### src/common/cfr_pkg.sv
/*
 * Constants, field layouts and types for the cache identification and
 * feature trap register bank.
 * Assumes a single processor clock and a system-register access port
 * driven by the instruction pipeline.
 */
// Function
// - Bits 31/30 flag write-through and write-back support
// - Bits 29/28 flag read and write allocation
// - Bits 27:13 hold set count minus one
// - Bits 12:3 hold way count minus one
// - Bits 2:0 hold log2 line bytes minus four
// - Level one reads 701FE01A data, 201FE01A instruction
// - Level two value follows configured size
// - Inner boundary field reports two or three
// - Uniprocessor unification level reads zero
// - Coherency level reports two or three
// - Inner shareable unification level reads zero
// - Bits 63:33 and 20:9 read zero
// - Level two type reads 100 when present
// - Level one type reads 011, split caches
// - Level one trace trap bit 28 reads zero
// - Trace trap bit 20 reads zero, levels two/three
// - Level two trap fields reset unknown
// - Level three fp trap resets to zero
// - Set fp trap traps vector/fp use everywhere
package cfr_pkg;

    // ----------------------------------------------------------------
    // Register selectors on the access port
    // ----------------------------------------------------------------
    typedef enum logic [2:0] {
        CFR_SEL_CACHE_SIZE_ID,
        CFR_SEL_CACHE_LEVEL_ID,
        CFR_SEL_ACCESS_CTRL_L1,
        CFR_SEL_TRAP_L2,
        CFR_SEL_TRAP_L3,
        CFR_SEL_CACHE_SELECTION
    } cfr_reg_sel_t;

    // ----------------------------------------------------------------
    // Selected-cache identification field positions
    // ----------------------------------------------------------------
    localparam int CFR_CS_WT_BIT = 31;
    localparam int CFR_CS_WB_BIT = 30;
    localparam int CFR_CS_RA_BIT = 29;
    localparam int CFR_CS_WA_BIT = 28;
    localparam int CFR_CS_SETS_HI = 27;
    localparam int CFR_CS_SETS_LO = 13;
    localparam int CFR_CS_WAYS_HI = 12;
    localparam int CFR_CS_WAYS_LO = 3;
    localparam int CFR_CS_LINE_HI = 2;
    localparam int CFR_CS_LINE_LO = 0;
    localparam logic [2:0] CFR_LINE_LOG2_BIAS = 3'h4;

    // Complete encodings per cache
    localparam logic [31:0] CFR_CS_L1_DATA = 32'h701FE01A;
    localparam logic [31:0] CFR_CS_L1_INST = 32'h201FE01A;
    localparam logic [31:0] CFR_CS_L2_256K = 32'h703FE03A;
    localparam logic [31:0] CFR_CS_L2_512K = 32'h707FE03A;
    localparam logic [31:0] CFR_CS_L2_1024K = 32'h70FFE03A;
    localparam logic [31:0] CFR_CS_RESERVED = 32'h00000000;

    // Cache selection: level in bits 3:1, instruction flag in bit 0
    localparam logic [2:0] CFR_LEVEL_ONE = 3'h0;
    localparam logic [2:0] CFR_LEVEL_TWO = 3'h1;
    localparam int CFR_SELECTION_WIDTH = 4;

    // ----------------------------------------------------------------
    // Cache-level identification fields
    // ----------------------------------------------------------------
    localparam logic [2:0] CFR_BOUNDARY_L2 = 3'h2;
    localparam logic [2:0] CFR_BOUNDARY_L3 = 3'h3;
    localparam logic [2:0] CFR_UNIFY_NONE = 3'h0;
    localparam logic [2:0] CFR_TYPE_UNIFIED = 3'h4;
    localparam logic [2:0] CFR_TYPE_NONE = 3'h0;
    localparam logic [2:0] CFR_TYPE_SPLIT = 3'h3;

    typedef struct packed {
        logic [30:0] zero_hi;
        logic [2:0] inner_boundary_level;
        logic [2:0] uniproc_unification_level;
        logic [2:0] coherency_level;
        logic [2:0] inner_share_unification_level;
        logic [11:0] zero_mid;
        logic [2:0] level_three_cache_type;
        logic [2:0] level_two_cache_type;
        logic [2:0] level_one_cache_type;
    } cfr_level_id_t;

    // L2 size configuration codes
    typedef enum logic [1:0] {
        CFR_L2_256K,
        CFR_L2_512K,
        CFR_L2_1024K,
        CFR_L2_NONE
    } cfr_l2_size_t;

    // ----------------------------------------------------------------
    // Feature trap fields
    // ----------------------------------------------------------------
    localparam int CFR_L1_TRACE_BIT = 28;
    localparam int CFR_TRAP_TRACE_BIT = 20;
    localparam int CFR_TRAP_FP_BIT = 10;
    localparam logic [31:0] CFR_L1_RW_MASK = 32'h0FFFFFFF;
    localparam logic [31:0] CFR_TRAP_RW_MASK = 32'hFFEFFFFF;
    localparam logic [31:0] CFR_ZERO32 = 32'h00000000;

    // Access request from the pipeline
    typedef struct packed {
        logic valid;
        logic write;
        cfr_reg_sel_t sel;
        logic [63:0] wdata;
    } cfr_req_t;

endpackage

### src/rtl/cfr_regs.sv
/*
 * Cache identification and feature trap register bank.
 * Assumes the pipeline presents one access per cycle on req and that
 * configuration straps are stable while the core runs.
 */
`timescale 1ns/100ps
module cfr_regs
    import cfr_pkg::*;
#(
    parameter int SEL_WIDTH = CFR_SELECTION_WIDTH
) (
    // Clock and reset
    input wire logic clk,
    input wire logic rst_b,
    // Configuration straps
    input wire cfr_l2_size_t l2_size,
    input wire logic l3_present,
    // Access port
    input wire cfr_req_t req,
    output logic [63:0] rdata,
    output logic rvalid,
    // Instruction classification and trap
    input wire logic insn_uses_fp,
    output logic fp_trap_to_top
);

    // ----------------------------------------------------------------
    // Parameter check
    // ----------------------------------------------------------------
    if (SEL_WIDTH != CFR_SELECTION_WIDTH) begin : g_bad_sel
        $error("cache selection width must be 4");
    end

    logic [SEL_WIDTH-1:0] cache_selection;
    logic [SEL_WIDTH-1:0] next_cache_selection;
    logic [31:0] cache_size_id;
    cfr_level_id_t level_id;
    logic [31:0] ctrl_l1;
    logic [31:0] trap_l2;
    logic [31:0] trap_l3;
    logic [63:0] next_rdata;
    logic next_rvalid;
    logic wr_l1;
    logic wr_l2;
    logic wr_l3;

    // ----------------------------------------------------------------
    // Write decode
    // ----------------------------------------------------------------
    // Identification registers have no write strobe at all
    assign wr_l1 = req.valid && req.write && (req.sel == CFR_SEL_ACCESS_CTRL_L1);
    assign wr_l2 = req.valid && req.write && (req.sel == CFR_SEL_TRAP_L2);
    assign wr_l3 = req.valid && req.write && (req.sel == CFR_SEL_TRAP_L3);

    // Cache selection register
    always_comb begin
        next_cache_selection = cache_selection;
        if (req.valid && req.write && (req.sel == CFR_SEL_CACHE_SELECTION)) begin
            next_cache_selection = req.wdata[SEL_WIDTH-1:0];
        end
    end

    always_ff @(posedge clk or negedge rst_b) begin
        if (!rst_b) begin
            cache_selection <= '0;
        end else begin
            cache_selection <= next_cache_selection;
        end
    end

    // ----------------------------------------------------------------
    // Feature trap registers
    // ----------------------------------------------------------------
    // Level one control, trace trap bit reads zero
    cfr_word_reg #(
        .RW_MASK(CFR_L1_RW_MASK),
        .RESET_MASK(CFR_L1_RW_MASK),
        .RESET_VALUE(CFR_ZERO32)
    ) u_ctrl_l1 (
        .clk(clk),
        .rst_b(rst_b),
        .wr_en(wr_l1),
        .wr_data(req.wdata[31:0]),
        .value(ctrl_l1)
    );

    // Level two trap, writable fields not reset
    cfr_word_reg #(
        .RW_MASK(CFR_TRAP_RW_MASK),
        .RESET_MASK(CFR_ZERO32),
        .RESET_VALUE(CFR_ZERO32)
    ) u_trap_l2 (
        .clk(clk),
        .rst_b(rst_b),
        .wr_en(wr_l2),
        .wr_data(req.wdata[31:0]),
        .value(trap_l2)
    );

    // Level three trap, all writable bits reset to zero
    cfr_word_reg #(
        .RW_MASK(CFR_TRAP_RW_MASK),
        .RESET_MASK(CFR_TRAP_RW_MASK),
        .RESET_VALUE(CFR_ZERO32)
    ) u_trap_l3 (
        .clk(clk),
        .rst_b(rst_b),
        .wr_en(wr_l3),
        .wr_data(req.wdata[31:0]),
        .value(trap_l3)
    );

    // Trap decision, combinational so it meets the instruction in flight
    assign fp_trap_to_top = insn_uses_fp && trap_l3[CFR_TRAP_FP_BIT];

    // ----------------------------------------------------------------
    // Selected-cache identification
    // ----------------------------------------------------------------
    // Fixed encodings carry the field layout of write policy, sets, ways
    // and line length; unknown selections read zero
    always_comb begin
        cache_size_id = CFR_CS_RESERVED;
        if (cache_selection[SEL_WIDTH-1:1] == CFR_LEVEL_ONE) begin
            cache_size_id = cache_selection[0] ? CFR_CS_L1_INST : CFR_CS_L1_DATA;
        end else if ((cache_selection[SEL_WIDTH-1:1] == CFR_LEVEL_TWO) && !cache_selection[0]) begin
            unique case (l2_size)
                CFR_L2_256K: cache_size_id = CFR_CS_L2_256K;
                CFR_L2_512K: cache_size_id = CFR_CS_L2_512K;
                CFR_L2_1024K: cache_size_id = CFR_CS_L2_1024K;
                CFR_L2_NONE: cache_size_id = CFR_CS_RESERVED;
            endcase
        end
    end
    // Field layout

    // ----------------------------------------------------------------
    // Cache-level identification
    // ----------------------------------------------------------------
    always_comb begin
        level_id = '0;
        level_id.inner_boundary_level = l3_present ? CFR_BOUNDARY_L3 : CFR_BOUNDARY_L2;
        level_id.uniproc_unification_level = CFR_UNIFY_NONE;
        level_id.coherency_level = l3_present ? CFR_BOUNDARY_L3 : CFR_BOUNDARY_L2;
        level_id.inner_share_unification_level = CFR_UNIFY_NONE;
        level_id.level_two_cache_type = (l2_size != CFR_L2_NONE) ? CFR_TYPE_UNIFIED : CFR_TYPE_NONE;
        // Meaningless to software when level two type is zero
        level_id.level_three_cache_type = l3_present ? CFR_TYPE_UNIFIED : CFR_TYPE_NONE;
        level_id.level_one_cache_type = CFR_TYPE_SPLIT;
    end

    // ----------------------------------------------------------------
    // Read data, registered one cycle after a read request
    // ----------------------------------------------------------------
    always_comb begin
        next_rdata = rdata;
        next_rvalid = req.valid && !req.write;
        if (req.valid && !req.write) begin
            unique case (req.sel)
                CFR_SEL_CACHE_SIZE_ID: next_rdata = {32'h0, cache_size_id};
                CFR_SEL_CACHE_LEVEL_ID: next_rdata = level_id;
                CFR_SEL_ACCESS_CTRL_L1: next_rdata = {32'h0, ctrl_l1};
                CFR_SEL_TRAP_L2: next_rdata = {32'h0, trap_l2};
                CFR_SEL_TRAP_L3: next_rdata = {32'h0, trap_l3};
                CFR_SEL_CACHE_SELECTION: next_rdata = {{(64-SEL_WIDTH){1'b0}}, cache_selection};
                default: next_rdata = '0;
            endcase
        end
    end

    always_ff @(posedge clk or negedge rst_b) begin
        if (!rst_b) begin
            rdata <= '0;
            rvalid <= 1'b0;
        end else begin
            rdata <= next_rdata;
            rvalid <= next_rvalid;
        end
    end

endmodule

### src/rtl/cfr_word_reg.sv
/*
 * One 32-bit writable system register with a per-bit writable mask and
 * a per-bit reset mask; bits outside the writable mask read zero.
 * Assumes writes are one-cycle pulses from the access decoder.
 */
`timescale 1ns/100ps
module cfr_word_reg
    import cfr_pkg::*;
#(
    parameter logic [31:0] RW_MASK = 32'hFFFFFFFF,
    parameter logic [31:0] RESET_MASK = 32'h00000000,
    parameter logic [31:0] RESET_VALUE = 32'h00000000
) (
    // Clock and reset
    input wire logic clk,
    input wire logic rst_b,
    // Write port
    input wire logic wr_en,
    input wire logic [31:0] wr_data,
    // Stored value
    output logic [31:0] value
);

    logic [31:0] next_value;

    // Parameter check: a reset bit that cannot be written would still get a reset flop
    if ((RESET_MASK & ~RW_MASK) != 32'h00000000) begin : g_bad_mask
        $error("reset mask must lie inside the writable mask");
    end

    // Next value: only writable bits take write data
    always_comb begin
        next_value = value;
        if (wr_en) begin
            next_value = wr_data & RW_MASK;
        end
    end

    // Per-bit storage: reset bits load RESET_VALUE, other writable bits hold unknown reset
    genvar i;
    generate
        for (i = 0; i < 32; i++) begin : g_bit
            if (RESET_MASK[i]) begin : g_rst
                logic stored;
                // Own flop per bit keeps reset and plain bits in separate variables
                always_ff @(posedge clk or negedge rst_b) begin
                    if (!rst_b) begin
                        stored <= RESET_VALUE[i];
                    end else begin
                        stored <= next_value[i];
                    end
                end
                assign value[i] = stored;
            end else if (RW_MASK[i]) begin : g_norst
                logic stored;
                always_ff @(posedge clk) begin
                    stored <= next_value[i];
                end
                assign value[i] = stored;
            end else begin : g_zero
                assign value[i] = 1'b0;
            end
        end
    endgenerate

endmodule

### config.mk
export PLATFORM = sky130hd
export DESIGN_NAME = cfr_regs
export DESIGN_NICKNAME = d
export VERILOG_FILES = /design/src/common/cfr_pkg.sv /design/src/rtl/cfr_regs.sv /design/src/rtl/cfr_word_reg.sv
export SDC_FILE = /design/constraint.sdc
export NUM_CORES = 1
export LEC_CHECK = 0
export ABC_AREA = 1
export BUFFER_PORTS_ARGS = -buffer_cell sky130_fd_sc_hd__buf_2
export CAP_MARGIN = 40
export CORE_MARGIN = 4
export CORE_UTILIZATION = 56
export CTS_BUF_LIST = sky130_fd_sc_hd__clkbuf_8
export CTS_CLUSTER_SIZE = 25
export DETAILED_ROUTE_END_ITERATION = 6
export MAX_ROUTING_LAYER = met4
export PLACE_DENSITY = 0.86
export REMOVE_ABC_BUFFERS = 1
export SLEW_MARGIN = 15
export SYNTH_ARGS = -nofsm -noshare
export SYNTH_HDL_FRONTEND = slang
export SYNTH_SLANG_ARGS = --single-unit
### constraint.sdc
create_clock -name clk -period 1.65 [get_ports clk]
set_clock_uncertainty 0.15 [all_clocks]
set_input_delay 0.0825 -clock clk [delete_from_list [all_inputs] [get_ports clk]]
set_output_delay 0.0825 -clock clk [all_outputs]
set_load 0.02 [all_outputs]
==> impl_metrics.env, run 1 <==
export IMPL_fmax_mhz=666.7
export IMPL_ys_seq_area_share_pct=56.79
export IMPL_cts_max_level=4
export IMPL_remaining_drc_errors=0
export IMPL_antenna_found_initial=0
export IMPL_end_kind="flip-flop"
export IMPL_first_pass_iters=5
export IMPL_synthCells=660
export IMPL_power_density_nw_per_um2=1126
export IMPL_critPathMaxStageDelay_ns=0.44
export IMPL_synth_xor_xnor_area_share_pct=0
export IMPL_via_per_inst=5.339
export IMPL_postSynthAreaPerCell_sq_um=8.893
export IMPL_total_power_uw=8066
export IMPL_min_period_ns=1.500
export IMPL_synthMostInstantiatedCell="nand2_1"
export IMPL_total_leakage_power_uw=0.003779
export IMPL_path_delay_family="simple AND/OR/NAND/NOR gates"
export IMPL_arrival_ns=1.72
export IMPL_internal_power_uw=5741
export IMPL_syn2layout_area_growth_pct=22.06
export IMPL_wl_per_cell_um=15.95
export IMPL_report_final_slew_viol_count=0
export IMPL_cp_start_kind="flip-flop"
export IMPL_power_switching_uw=2325
export IMPL_maxCapViolations=0
export IMPL_crit_path_max_fanout=8
export IMPL_whs_path_depth=6
export IMPL_crit_top_cell="nand2_1"
export IMPL_grt_pass1_wl_um=23870
export IMPL_synth_compound_area_share_pct=7.355
export IMPL_p_seq_share_pct=48.5
export IMPL_cts_num_sinks=127
export IMPL_setup_tns_ns=0
export IMPL_worst_path_stages=8
export IMPL_num_rows=37
export IMPL_worst_r2r_path_depth=8
export IMPL_dieArea_sq_um=12180
export IMPL_synth_top_family_by_area="simple AND/OR/NAND/NOR gates"
export IMPL_grtUsageTotal_pct=26.58
export IMPL_cts_max_path_buffers=2
export IMPL_multi_input_comb_area_sq_um=2018
export IMPL_grt_pass1_vias=4995
export IMPL_die_h_um=110.4
export IMPL_core_area_sq_um=10280
export IMPL_switching_share_pct=28.82
export IMPL_cp_cell_sequence="nor2_4, nand3_1, nand2_1, nand2_2, buf_6, nand2_1, nand2_1, nand2_1"
export IMPL_cts_tree="yes"
export IMPL_utilization_pct=69.71
export IMPL_synth_common_cells="265 x nand2_1, 96 x dfrtp_1, 52 x inv_1"
export IMPL_worst_path_buf_inv=1
export IMPL_routed_wl_um=15010
export IMPL_vias=5024
export IMPL_drive_gt1_share_pct=21.77
export IMPL_final_net_count=869
export IMPL_finalHoldViolations=0
export IMPL_clkPwrFrac_pct=34.8
export IMPL_irDropWorstVdd_uv=625.2
export IMPL_synth_area_leaders="dfrtp_1 41%, nand2_1 17%, edfxtp_1 16%"
export IMPL_min_path_type="in2reg"
export IMPL_yosys_area_share_simple_pct=23.96
export IMPL_insertion_delay_ns=0.43
export IMPL_grt_setup_unrepaired="no"
export IMPL_clk_pin_slew_worst_paths_ns=0.07
export IMPL_synthAdderAreaFrac_pct=0.6395
export IMPL_ant_nets=0
export IMPL_period_share_pct=90.91
export IMPL_placed_area_sq_um=6357
export IMPL_dp_hpwl_um=9170
export IMPL_netlist_cell_type_count=28
export IMPL_required_ns=1.87
export IMPL_power_frac_comb_pct=16.8
export IMPL_num_fill_cells=721
export IMPL_synth_top_cell_area_share_pct=40.93
export IMPL_crit_type="reg2reg"
export IMPL_slowest_stage="dfrtp_1"
export IMPL_yosys_warnings=0
export IMPL_grt_overflow=0
export IMPL_synth_ff_type="dfrtp_1"
export IMPL_num_io_pins=141
export IMPL_start_util_pct=57.11
export IMPL_grt_max_degree=35
export IMPL_yosys_register_bits=127
export IMPL_synthesis_area_sq_um=5869
export IMPL_setup_viol=0
export IMPL_seq_area_sq_um=3333
export IMPL_synth_edf_count=31
export IMPL_synth_top_area_cell="dfrtp_1"
export IMPL_gp_congestion=0.8434
export IMPL_numCtsBuffers=17
export IMPL_cts_root_buf="clkbuf_8"
export IMPL_drt_iter0_drc=435
export IMPL_port_buffers=76
export IMPL_dieWidth_um=110.4
export IMPL_fin_area_sq_um=7164
export IMPL_status="completed"
export IMPL_ys_async_sr_fraction_pct=75.59
export IMPL_synth_mux_area_share_pct=0
==> cells in the final DEF (no fill, tap or decap), types with 4 or more instances in the layout <==
| master | count |
|---|---|
| dlygate4sd3_1 | 37 |
| dfrtp_1 | 96 |
| o21ai_0 | 29 |
| inv_2 | 4 |
| edfxtp_1 | 31 |
| conb_1 | 32 |
| inv_1 | 53 |
| nor2_1 | 27 |
| o21ai_1 | 9 |
| nand2_2 | 4 |
| nand3_1 | 28 |
| buf_4 | 26 |
| buf_2 | 75 |
| clkbuf_8 | 20 |
| nand4_1 | 13 |
| o21ai_2 | 24 |
| nand2_1 | 263 |
==> final timing paths <==
kind	endpoint	slack (ns)	start
setup / recovery	rdata[16]$_DFFE_PN0P_	0.15	cache_selection[2]$_DFFE_PN0P_
hold / removal	rdata[23]$_DFFE_PN0P_	0.03	l2_size[1]
setup reg to reg	rdata[16]$_DFFE_PN0P_	0.15	cache_selection[2]$_DFFE_PN0P_
hold reg to reg	u_trap_l3.g_bit[29].g_rst.stored$_DFFE_PN0P_	0.33	u_trap_l3.g_bit[29].g_rst.stored$_DFFE_PN0P_
max in group asynchronous	u_trap_l3.g_bit[7].g_rst.stored$_DFFE_PN0P_	0.17	rst_b
min in group asynchronous	rdata[8]$_DFFE_PN0P_	0.54	rst_b
==> state kept, by name, summed over array words and instances (netlist names) <==
register,cells
rvalid,1
u_ctrl_l1.g_bit.g_rst.stored,28
cache_selection,4
u_trap_l2.g_bit.g_norst.stored,31
rdata,32
u_trap_l3.g_bit.g_rst.stored,31
==> cells by family (layout without fill, tap and decap cells) <==
| family | after synthesis | after routing |
|---|---|---|
| fa+ha+maj | 3 | 3 |
| flops | 127 | 127 |
| buf+inv | 117 | 230 |
| compound gates | 67 | 67 |
| other cells | 1 | 33 |
| simple gates | 345 | 345 |
==> worst register-to-register path, cell delays in order, from the launching register on <==
cell     delay (ns)
dfrtp_1        0.44
nor2_4         0.16
nand3_1        0.11
nand2_1        0.10
nand2_2        0.12
buf_6          0.17
nand2_1        0.08
nand2_1        0.06
nand2_1        0.06
==> power groups by stage <==
stage | combinational (uW) | clock [uW] | sequential (uW)
final | 1350 | 2800 | 3910
after global routing | 1510 | 2970 | 3950
after CTS | 1320 | 2790 | 3880
after detailed placement | 1230 | 0 | 3930
after global placement | 1170 | 0 | 3900
after floorplan | 664 | 0 | 4010
==> metal layers <==
metal	GRT usage (%)	part of all wire (%)
met1	31.14	37
met2	43.07	51
met3	6.057	9.2
met4	13.81	3.2
met5	-	0
==> through the flow <==
step	instances	hold slack (ns)	worst slack, ns
2_1_floorplan	630	-0.3631	-1.265
3_3_place_gp	871	-0.09889	0.1163
3_5_place_dp	871	-0.09389	0.01282
4_1_cts	940	0.02202	0.0001645
5_1_grt	940	0.06311	0.009588
6_report	941	0.02676	0.1500
==> repair_timing <==
action                                  4_1_cts  5_1_grt
hold buffers                                 37        0
gates resized for setup                       0        6
setup buffers                                 0        0
endpoints found under the hold margin       198        0
endpoints found under the setup margin        0       10
==> final cells by class <==
| class | instances | share of cell area, % |
|---|---|---|
| Tap cell | 136 | 2.375 |
| Sequential cell | 127 | 46.52 |
| Multi-Input combinational cell | 447 | 28.17 |
| Clock inverter | 12 | 1.991 |
| Inverter | 56 | 2.934 |
| Antenna cell | 1 | 0.03493 |
| Clock buffer | 20 | 3.842 |
| Timing Repair Buffer | 142 | 14.13 |
Note: power is estimated with default switching activity, not from simulation.
==> run 2: changes to the inputs <==
Settings changed: CORE_MARGIN 4 to unset, PLACE_DENSITY 0.86 to unset, PLACE_DENSITY_LB_ADDON set to 0.2.
Clock period 1.65 ns to 1.5 ns, I/O delays scaled along.
==> impl_metrics.env, run 2 (same netlist as run 1, synthesis figures left out) <==
export IMPL_status="completed"
export IMPL_insertion_delay_ns=0.44
export IMPL_largestRegisters="rdata: 32 flops, u_trap_l2.g_bit.g_norst.stored: 31 flops, u_trap_l3.g_bit.g_rst.stored: 31 flops"
export IMPL_worstMarginPinSlew_ns=0.5152
export IMPL_final_common_cell="nand2_1"
export IMPL_max_slew_margin_pct=65.65
export IMPL_total_leakage_power_uw=0.003777
export IMPL_dieWidth_um=104.4
export IMPL_post_cts_setup_buffers=0
export IMPL_min_period_ns=1.427
export IMPL_maxCapViolations=0
export IMPL_cts_num_sinks=127
export IMPL_irDropWorstVdd_uv=1117
export IMPL_remaining_drc_errors=0
export IMPL_cts_max_level=4
export IMPL_crit_type="reg2reg"
export IMPL_drt_iter0_drc=302
export IMPL_report_final_slew_viol_count=0
export IMPL_final_cell_mix="264 x nand2_1, 96 x dfrtp_1, 75 x buf_2, 52 x inv_1, 37 x dlygate4sd3_1"
export IMPL_cts_root_buf="clkbuf_8"
export IMPL_cts_max_path_buffers=2
export IMPL_grt_pass1_vias=4483
export IMPL_dp_hpwl_um=8135
export IMPL_setup_viol=0
export IMPL_largest_reg_flops=32
export IMPL_power_switching_uw=2500
export IMPL_internal_power_uw=6052
export IMPL_start_util_pct=57.37
export IMPL_num_rows=37
export IMPL_cp_start_kind="flip-flop"
export IMPL_num_io_pins=141
export IMPL_top_register="rdata"
export IMPL_clk_pin_slew_worst_paths_ns=0.07
export IMPL_power_frac_comb_pct=17.2
export IMPL_grt_max_degree=97
export IMPL_fmax_mhz=701.0
export IMPL_power_density_nw_per_um2=1188
export IMPL_vias=4642
export IMPL_dpl_worst_slack_ns=-0.02260
export IMPL_place_inst=871
export IMPL_ant_nets=0
export IMPL_crit_path_max_fanout=7
export IMPL_wl_per_cell_um=13.77
export IMPL_numCtsBuffers=17
export IMPL_grtUsageTotal_pct=26.50
export IMPL_finalHoldViolations=0
export IMPL_clkPwrFrac_pct=33.0
export IMPL_p_seq_share_pct=49.8
export IMPL_arrival_ns=1.61
export IMPL_dieArea_sq_um=10890
export IMPL_end_kind="flip-flop"
export IMPL_required_ns=1.69
export IMPL_min_path_type="in2reg"
export IMPL_port_buffers=76
export IMPL_final_net_count=869
export IMPL_first_pass_iters=5
export IMPL_grt_pass1_wl_um=21500
export IMPL_core_area_sq_um=10230
export IMPL_period_share_pct=95.11
export IMPL_die_h_um=104.4
export IMPL_final_cells=940
export IMPL_gp_congestion=0.8250
export IMPL_grt_overflow=0
export IMPL_switching_share_pct=29.23
export IMPL_antenna_cells=0
export IMPL_drive_gt1_share_pct=21.77
export IMPL_fin_ws_ns=0.07337
export IMPL_syn2layout_area_growth_pct=22.62
export IMPL_cts_tree="yes"
export IMPL_routed_wl_um=12950
export IMPL_via_per_inst=4.938
export IMPL_antenna_found_initial=0
==> run 2: cell types whose count changed in the layout (fill, tap and decap cells not counted), sizes merged <==
cell,previous run,this run
clkinvlp,3,6
bufinv,3,2
clkbuf,20,17
diode,1,0
inv,57,56
clkinv,5,7
==> run 2: timing repair <==
action | 4_1_cts | 5_1_grt
pin swaps | 0 | 1
hold endpoints to repair | 218 | 0
resized for setup | 1 | 3
hold buffers | 37 | 0
endpoints found under the setup margin | 7 | 10
==> run 2: layout make-up <==
type | instances | area [sq um]
flip-flops and latches | 127 | 3333
fillers | 817 | 3034
multi-input cells | 447 | 2016
repair buffers | 142 | 1087
clock buffers | 17 | 234.0
inverters | 56 | 210.2
well taps | 136 | 170.2
clock inverters | 15 | 146.4
==> run 2: worst paths after layout <==
kind	start	end	slack [ns]	cells past startpoint
hold / removal	l2_size[0]	rdata[5]$_DFFE_PN0P_	0.02	7
max in group asynchronous	rst_b	rdata[14]$_DFFE_PN0P_	0.74	3
setup / recovery	cache_selection[1]$_DFFE_PN0P_	rdata[14]$_DFFE_PN0P_	0.07	9
hold reg to reg	u_trap_l3.g_bit[29].g_rst.stored$_DFFE_PN0P_	u_trap_l3.g_bit[29].g_rst.stored$_DFFE_PN0P_	0.32	2
setup reg to reg	cache_selection[1]$_DFFE_PN0P_	rdata[14]$_DFFE_PN0P_	0.07	9
min in group asynchronous	rst_b	rdata[12]$_DFFE_PN0P_	0.07	3
==> run 2: power groups by stage <==
| stage | Clock [uW] | Combinational, uW | Sequential, uW |
|---|---|---|---|
| CTS | 2870 | 1470 | 4250 |
| finish | 2820 | 1470 | 4260 |
| global route | 3030 | 1650 | 4320 |
| floorplan | 0 | 730 | 4410 |
| global placement | 0 | 1340 | 4290 |
| detailed placement | 0 | 1390 | 4310 |
==> run 2: routing by layer <==
metal | routed length, um | GRT usage [%]
met5 | 0 | -
met4 | 288 | 10.92
met3 | 672 | 5.827
met2 | 6443 | 42.34
met1 | 5543 | 32.78
==> run 2: stage by stage <==
stage / hold WS, ns / area, sq um / total power, uW / util, % / TNS (ns)
finish: 0.01953 / 7197 / 8551 / 70.34 / 0
global route: 0.07342 / 7197 / 8992 / 70.34 / -0.002769
CTS: 0.007972 / 7186 / 8595 / 70.23 / 0
detailed placement: 0.03059 / 6432 / 5702 / 62.87 / -0.02750
global placement: 0.01904 / 6432 / 5634 / 62.87 / 0
floorplan: -0.3706 / 5539 / 5140 / - / -89.40
==> run 2: critical path, stage by stage, from the launching register on <==
cell and delay [ns]:
dfrtp_1 0.38, inv_1 0.11, nor2_2 0.06, nand3_1 0.09
nand2_1 0.08, nand2_1 0.12, buf_6 0.15, nand2_1 0.06
nand2_1 0.07, nand2_1 0.05
==> run 3: changes to the inputs <==
Settings changed: ABC_AREA 1 to 0, CORE_UTILIZATION 56 to 55.
==> impl_metrics.env, run 3 <==
export IMPL_gp_congestion=0.7832
export IMPL_fin_ws_ns=0.05073
export IMPL_grt_max_degree=51
export IMPL_synth_top_cell_area_share_pct=43.19
export IMPL_whs_path_depth=5
export IMPL_fin_area_sq_um=7027
export IMPL_crit_path_end="rdata[17]$_DFFE_PN0P_"
export IMPL_dieWidth_um=102.6
export IMPL_port_buffers=76
export IMPL_cp_startpoint="l2_size[0]"
export IMPL_final_net_count=652
export IMPL_min_path_type="in2reg"
export IMPL_core_area_sq_um=9774
export IMPL_synth_top_area_cell="dfrtp_1"
export IMPL_end_kind="flip-flop"
export IMPL_dp_hpwl_um=8077
export IMPL_rrSetupSlack_ns=0.10
export IMPL_vias=3905
export IMPL_cts_max_path_buffers=2
export IMPL_synth_common_cells="96 x dfrtp_1, 62 x mux2_2, 35 x nand2_1"
export IMPL_synthCells=432
export IMPL_syn2layout_area_growth_pct=26.34
export IMPL_maxCapViolations=0
export IMPL_synth_ff_type="dfrtp_1"
export IMPL_grt_pass1_wl_um=19750
export IMPL_wl_per_cell_um=17.44
export IMPL_dpl_worst_slack_ns=-0.08147
export IMPL_synth_area_leaders="dfrtp_1 43%, edfxtp_1 17%, mux2_2 13%"
export IMPL_status="completed"
export IMPL_crit_path_max_fanout=11
export IMPL_irDropWorstVdd_uv=617.3
export IMPL_ant_nets=0
export IMPL_via_per_inst=5.424
export IMPL_slowest_stage="dlygate4sd3_1"
export IMPL_num_rows=36
export IMPL_antenna_cells=0
export IMPL_post_cts_setup_buffers=0
export IMPL_remaining_drc_errors=0
export IMPL_internal_power_uw=6482
export IMPL_critPathMaxStageDelay_ns=0.53
export IMPL_largest_reg_flops=32
export IMPL_cts_tree="yes"
export IMPL_switching_share_pct=25.94
export IMPL_postSynthAreaPerCell_sq_um=12.87
export IMPL_cts_num_sinks=127
export IMPL_first_pass_iters=5
export IMPL_power_switching_uw=2270
export IMPL_final_cell_mix="96 x dfrtp_1, 75 x buf_2, 62 x mux2_2, 38 x dlygate4sd3_1, 35 x nand2_1"
export IMPL_total_power_uw=8752
export IMPL_regToRegEndpoint="rdata[21]$_DFFE_PN0P_"
export IMPL_insertion_delay_ns=0.43
export IMPL_drive_gt1_share_pct=35.95
export IMPL_die_h_um=102.6
export IMPL_dieArea_sq_um=10520
export IMPL_period_share_pct=96.62
export IMPL_hold_worst_slack_ns=0.03657
export IMPL_yosys_register_bits=127
export IMPL_largestRegisters="rdata: 32 flops, u_trap_l2.g_bit.g_norst.stored: 31 flops, u_trap_l3.g_bit.g_rst.stored: 31 flops"
export IMPL_routed_wl_um=12560
export IMPL_clk_pin_slew_worst_paths_ns=0.07
export IMPL_num_fill_cells=675
export IMPL_worst_r2r_path_depth=4
export IMPL_numCtsBuffers=17
export IMPL_power_density_nw_per_um2=1246
export IMPL_top_register="rdata"
export IMPL_start_util_pct=56.90
export IMPL_timing_rr_start="cache_selection[2]$_DFFE_PN0P_"
export IMPL_crit_type="in2reg"
export IMPL_report_final_slew_viol_count=0
export IMPL_required_ns=1.69
export IMPL_synth_edf_count=31
export IMPL_yosys_warnings=0
export IMPL_cts_max_level=4
export IMPL_ys_seq_area_share_pct=59.93
export IMPL_clkPwrFrac_pct=33.4
export IMPL_netlist_cell_type_count=46
export IMPL_final_common_cell="dfrtp_1"
export IMPL_fmax_mhz=690.0
export IMPL_synthMostInstantiatedCell="dfrtp_1"
export IMPL_min_period_ns=1.449
export IMPL_cp_start_kind="primary input"
export IMPL_arrival_ns=1.64
export IMPL_grt_overflow=0
export IMPL_ys_async_sr_fraction_pct=75.59
export IMPL_cp_cell_sequence="dlygate4sd3_1, buf_2, ha_1, o21ai_0, nand4_1, buf_6, o211ai_1"
export IMPL_cts_root_buf="clkbuf_8"
export IMPL_drt_iter0_drc=190
export IMPL_total_leakage_power_uw=0.003143
export IMPL_placed_area_sq_um=6243
export IMPL_grt_pass1_vias=3841
export IMPL_power_frac_comb_pct=16.8
export IMPL_antenna_found_initial=0
export IMPL_finalHoldViolations=0
export IMPL_num_io_pins=141
export IMPL_setup_viol=0
export IMPL_grtUsageTotal_pct=26.74
export IMPL_p_seq_share_pct=49.8
export IMPL_synthesis_area_sq_um=5562
export IMPL_grt_setup_unrepaired="yes"
==> run 3: changes by cell type after synthesis, moves of 22 or more <==
cell | before | now
nand2_1 | 265 | 35
mux2_2 | 0 | 62
inv_1 | 52 | 4
o21ai_2 | 24 | 0
a22oi_1 | 0 | 22
==> run 3: logic make-up after synthesis <==
| family | synth area share, % |
|---|---|
| buf+inv | 7.356 |
| simple gates | 7.154 |
| compound gates | 11.68 |
| other cells | 0.06743 |
| fa+ha+maj | 0.6750 |
| flops | 59.93 |
| mux | 13.14 |
==> run 3: stage by stage <==
step                      setup TNS, ns  utilization, %  std cells
final                                 0           71.89        720
after detailed placement         -2.234           63.88        650
after CTS                             0           71.80        720
after global placement          -0.7854           63.88        650
after floorplan                  -74.01               -        404
after global routing          -0.002178           71.89        720
==> run 3: worst min path at each step <==
stage | slack [ns] | endpoint | from
after CTS | 0.01 | rdata[20]$_DFFE_PN0P_ | req[65]
final | 0.04 | rdata[20]$_DFFE_PN0P_ | req[65]
after global placement | -0.17 | rdata[24]$_DFFE_PN0P_ | rst_b
after floorplan | -0.37 | cache_selection[0]$_DFFE_PN0P_ | rst_b
after detailed placement | -0.18 | rdata[24]$_DFFE_PN0P_ | rst_b
after global routing | 0.04 | rdata[20]$_DFFE_PN0P_ | req[65]
==> run 3: metal layers <==
metal / share of wire [%] / global-route usage, % / vias up
met5: 0 / - / -
met4: 1.4 / 10.99 / 0
met1: 45 / 35.37 / 1956
met3: 4.7 / 5.627 / 14
li1: - / - / 1793
met2: 49 / 40.41 / 142
==> run 3: repair_timing <==
action / 4_1_cts / 5_1_grt
endpoints found under the hold margin: 198 / 0
gates resized for setup: 0 / 2
hold buffers: 38 / 0
setup endpoints to repair: 0 / 5
==> run 3: critical path: cells and delay by family <==
family	cells	cell delay [ns]
buf+inv	3	0.87
compound gates	2	0.26
fa+ha+maj	1	0.25
simple gates	1	0.18
==> run 3: layout make-up <==
class                           count  area, sq um  area share, %
Clock buffer                       19        261.5          3.722
Clock inverter                     13        132.6          1.887
Inverter                            5        18.77         0.2671
Multi-Input combinational cell    272         1957          27.85
Sequential cell                   127         3333          47.44
Tap cell                          133        166.4          2.368
Timing Repair Buffer              151         1157          16.47
==> run 3: power groups by stage <==
stage                     clock (uW)  combinational [uW]  sequential, uW
after floorplan                    0                 747            4480
after global placement             0                1350            4380
after detailed placement           0                1390            4410
after CTS                       2980                1480            4350
after global routing            3140                1610            4410
final                           2930                1470            4350
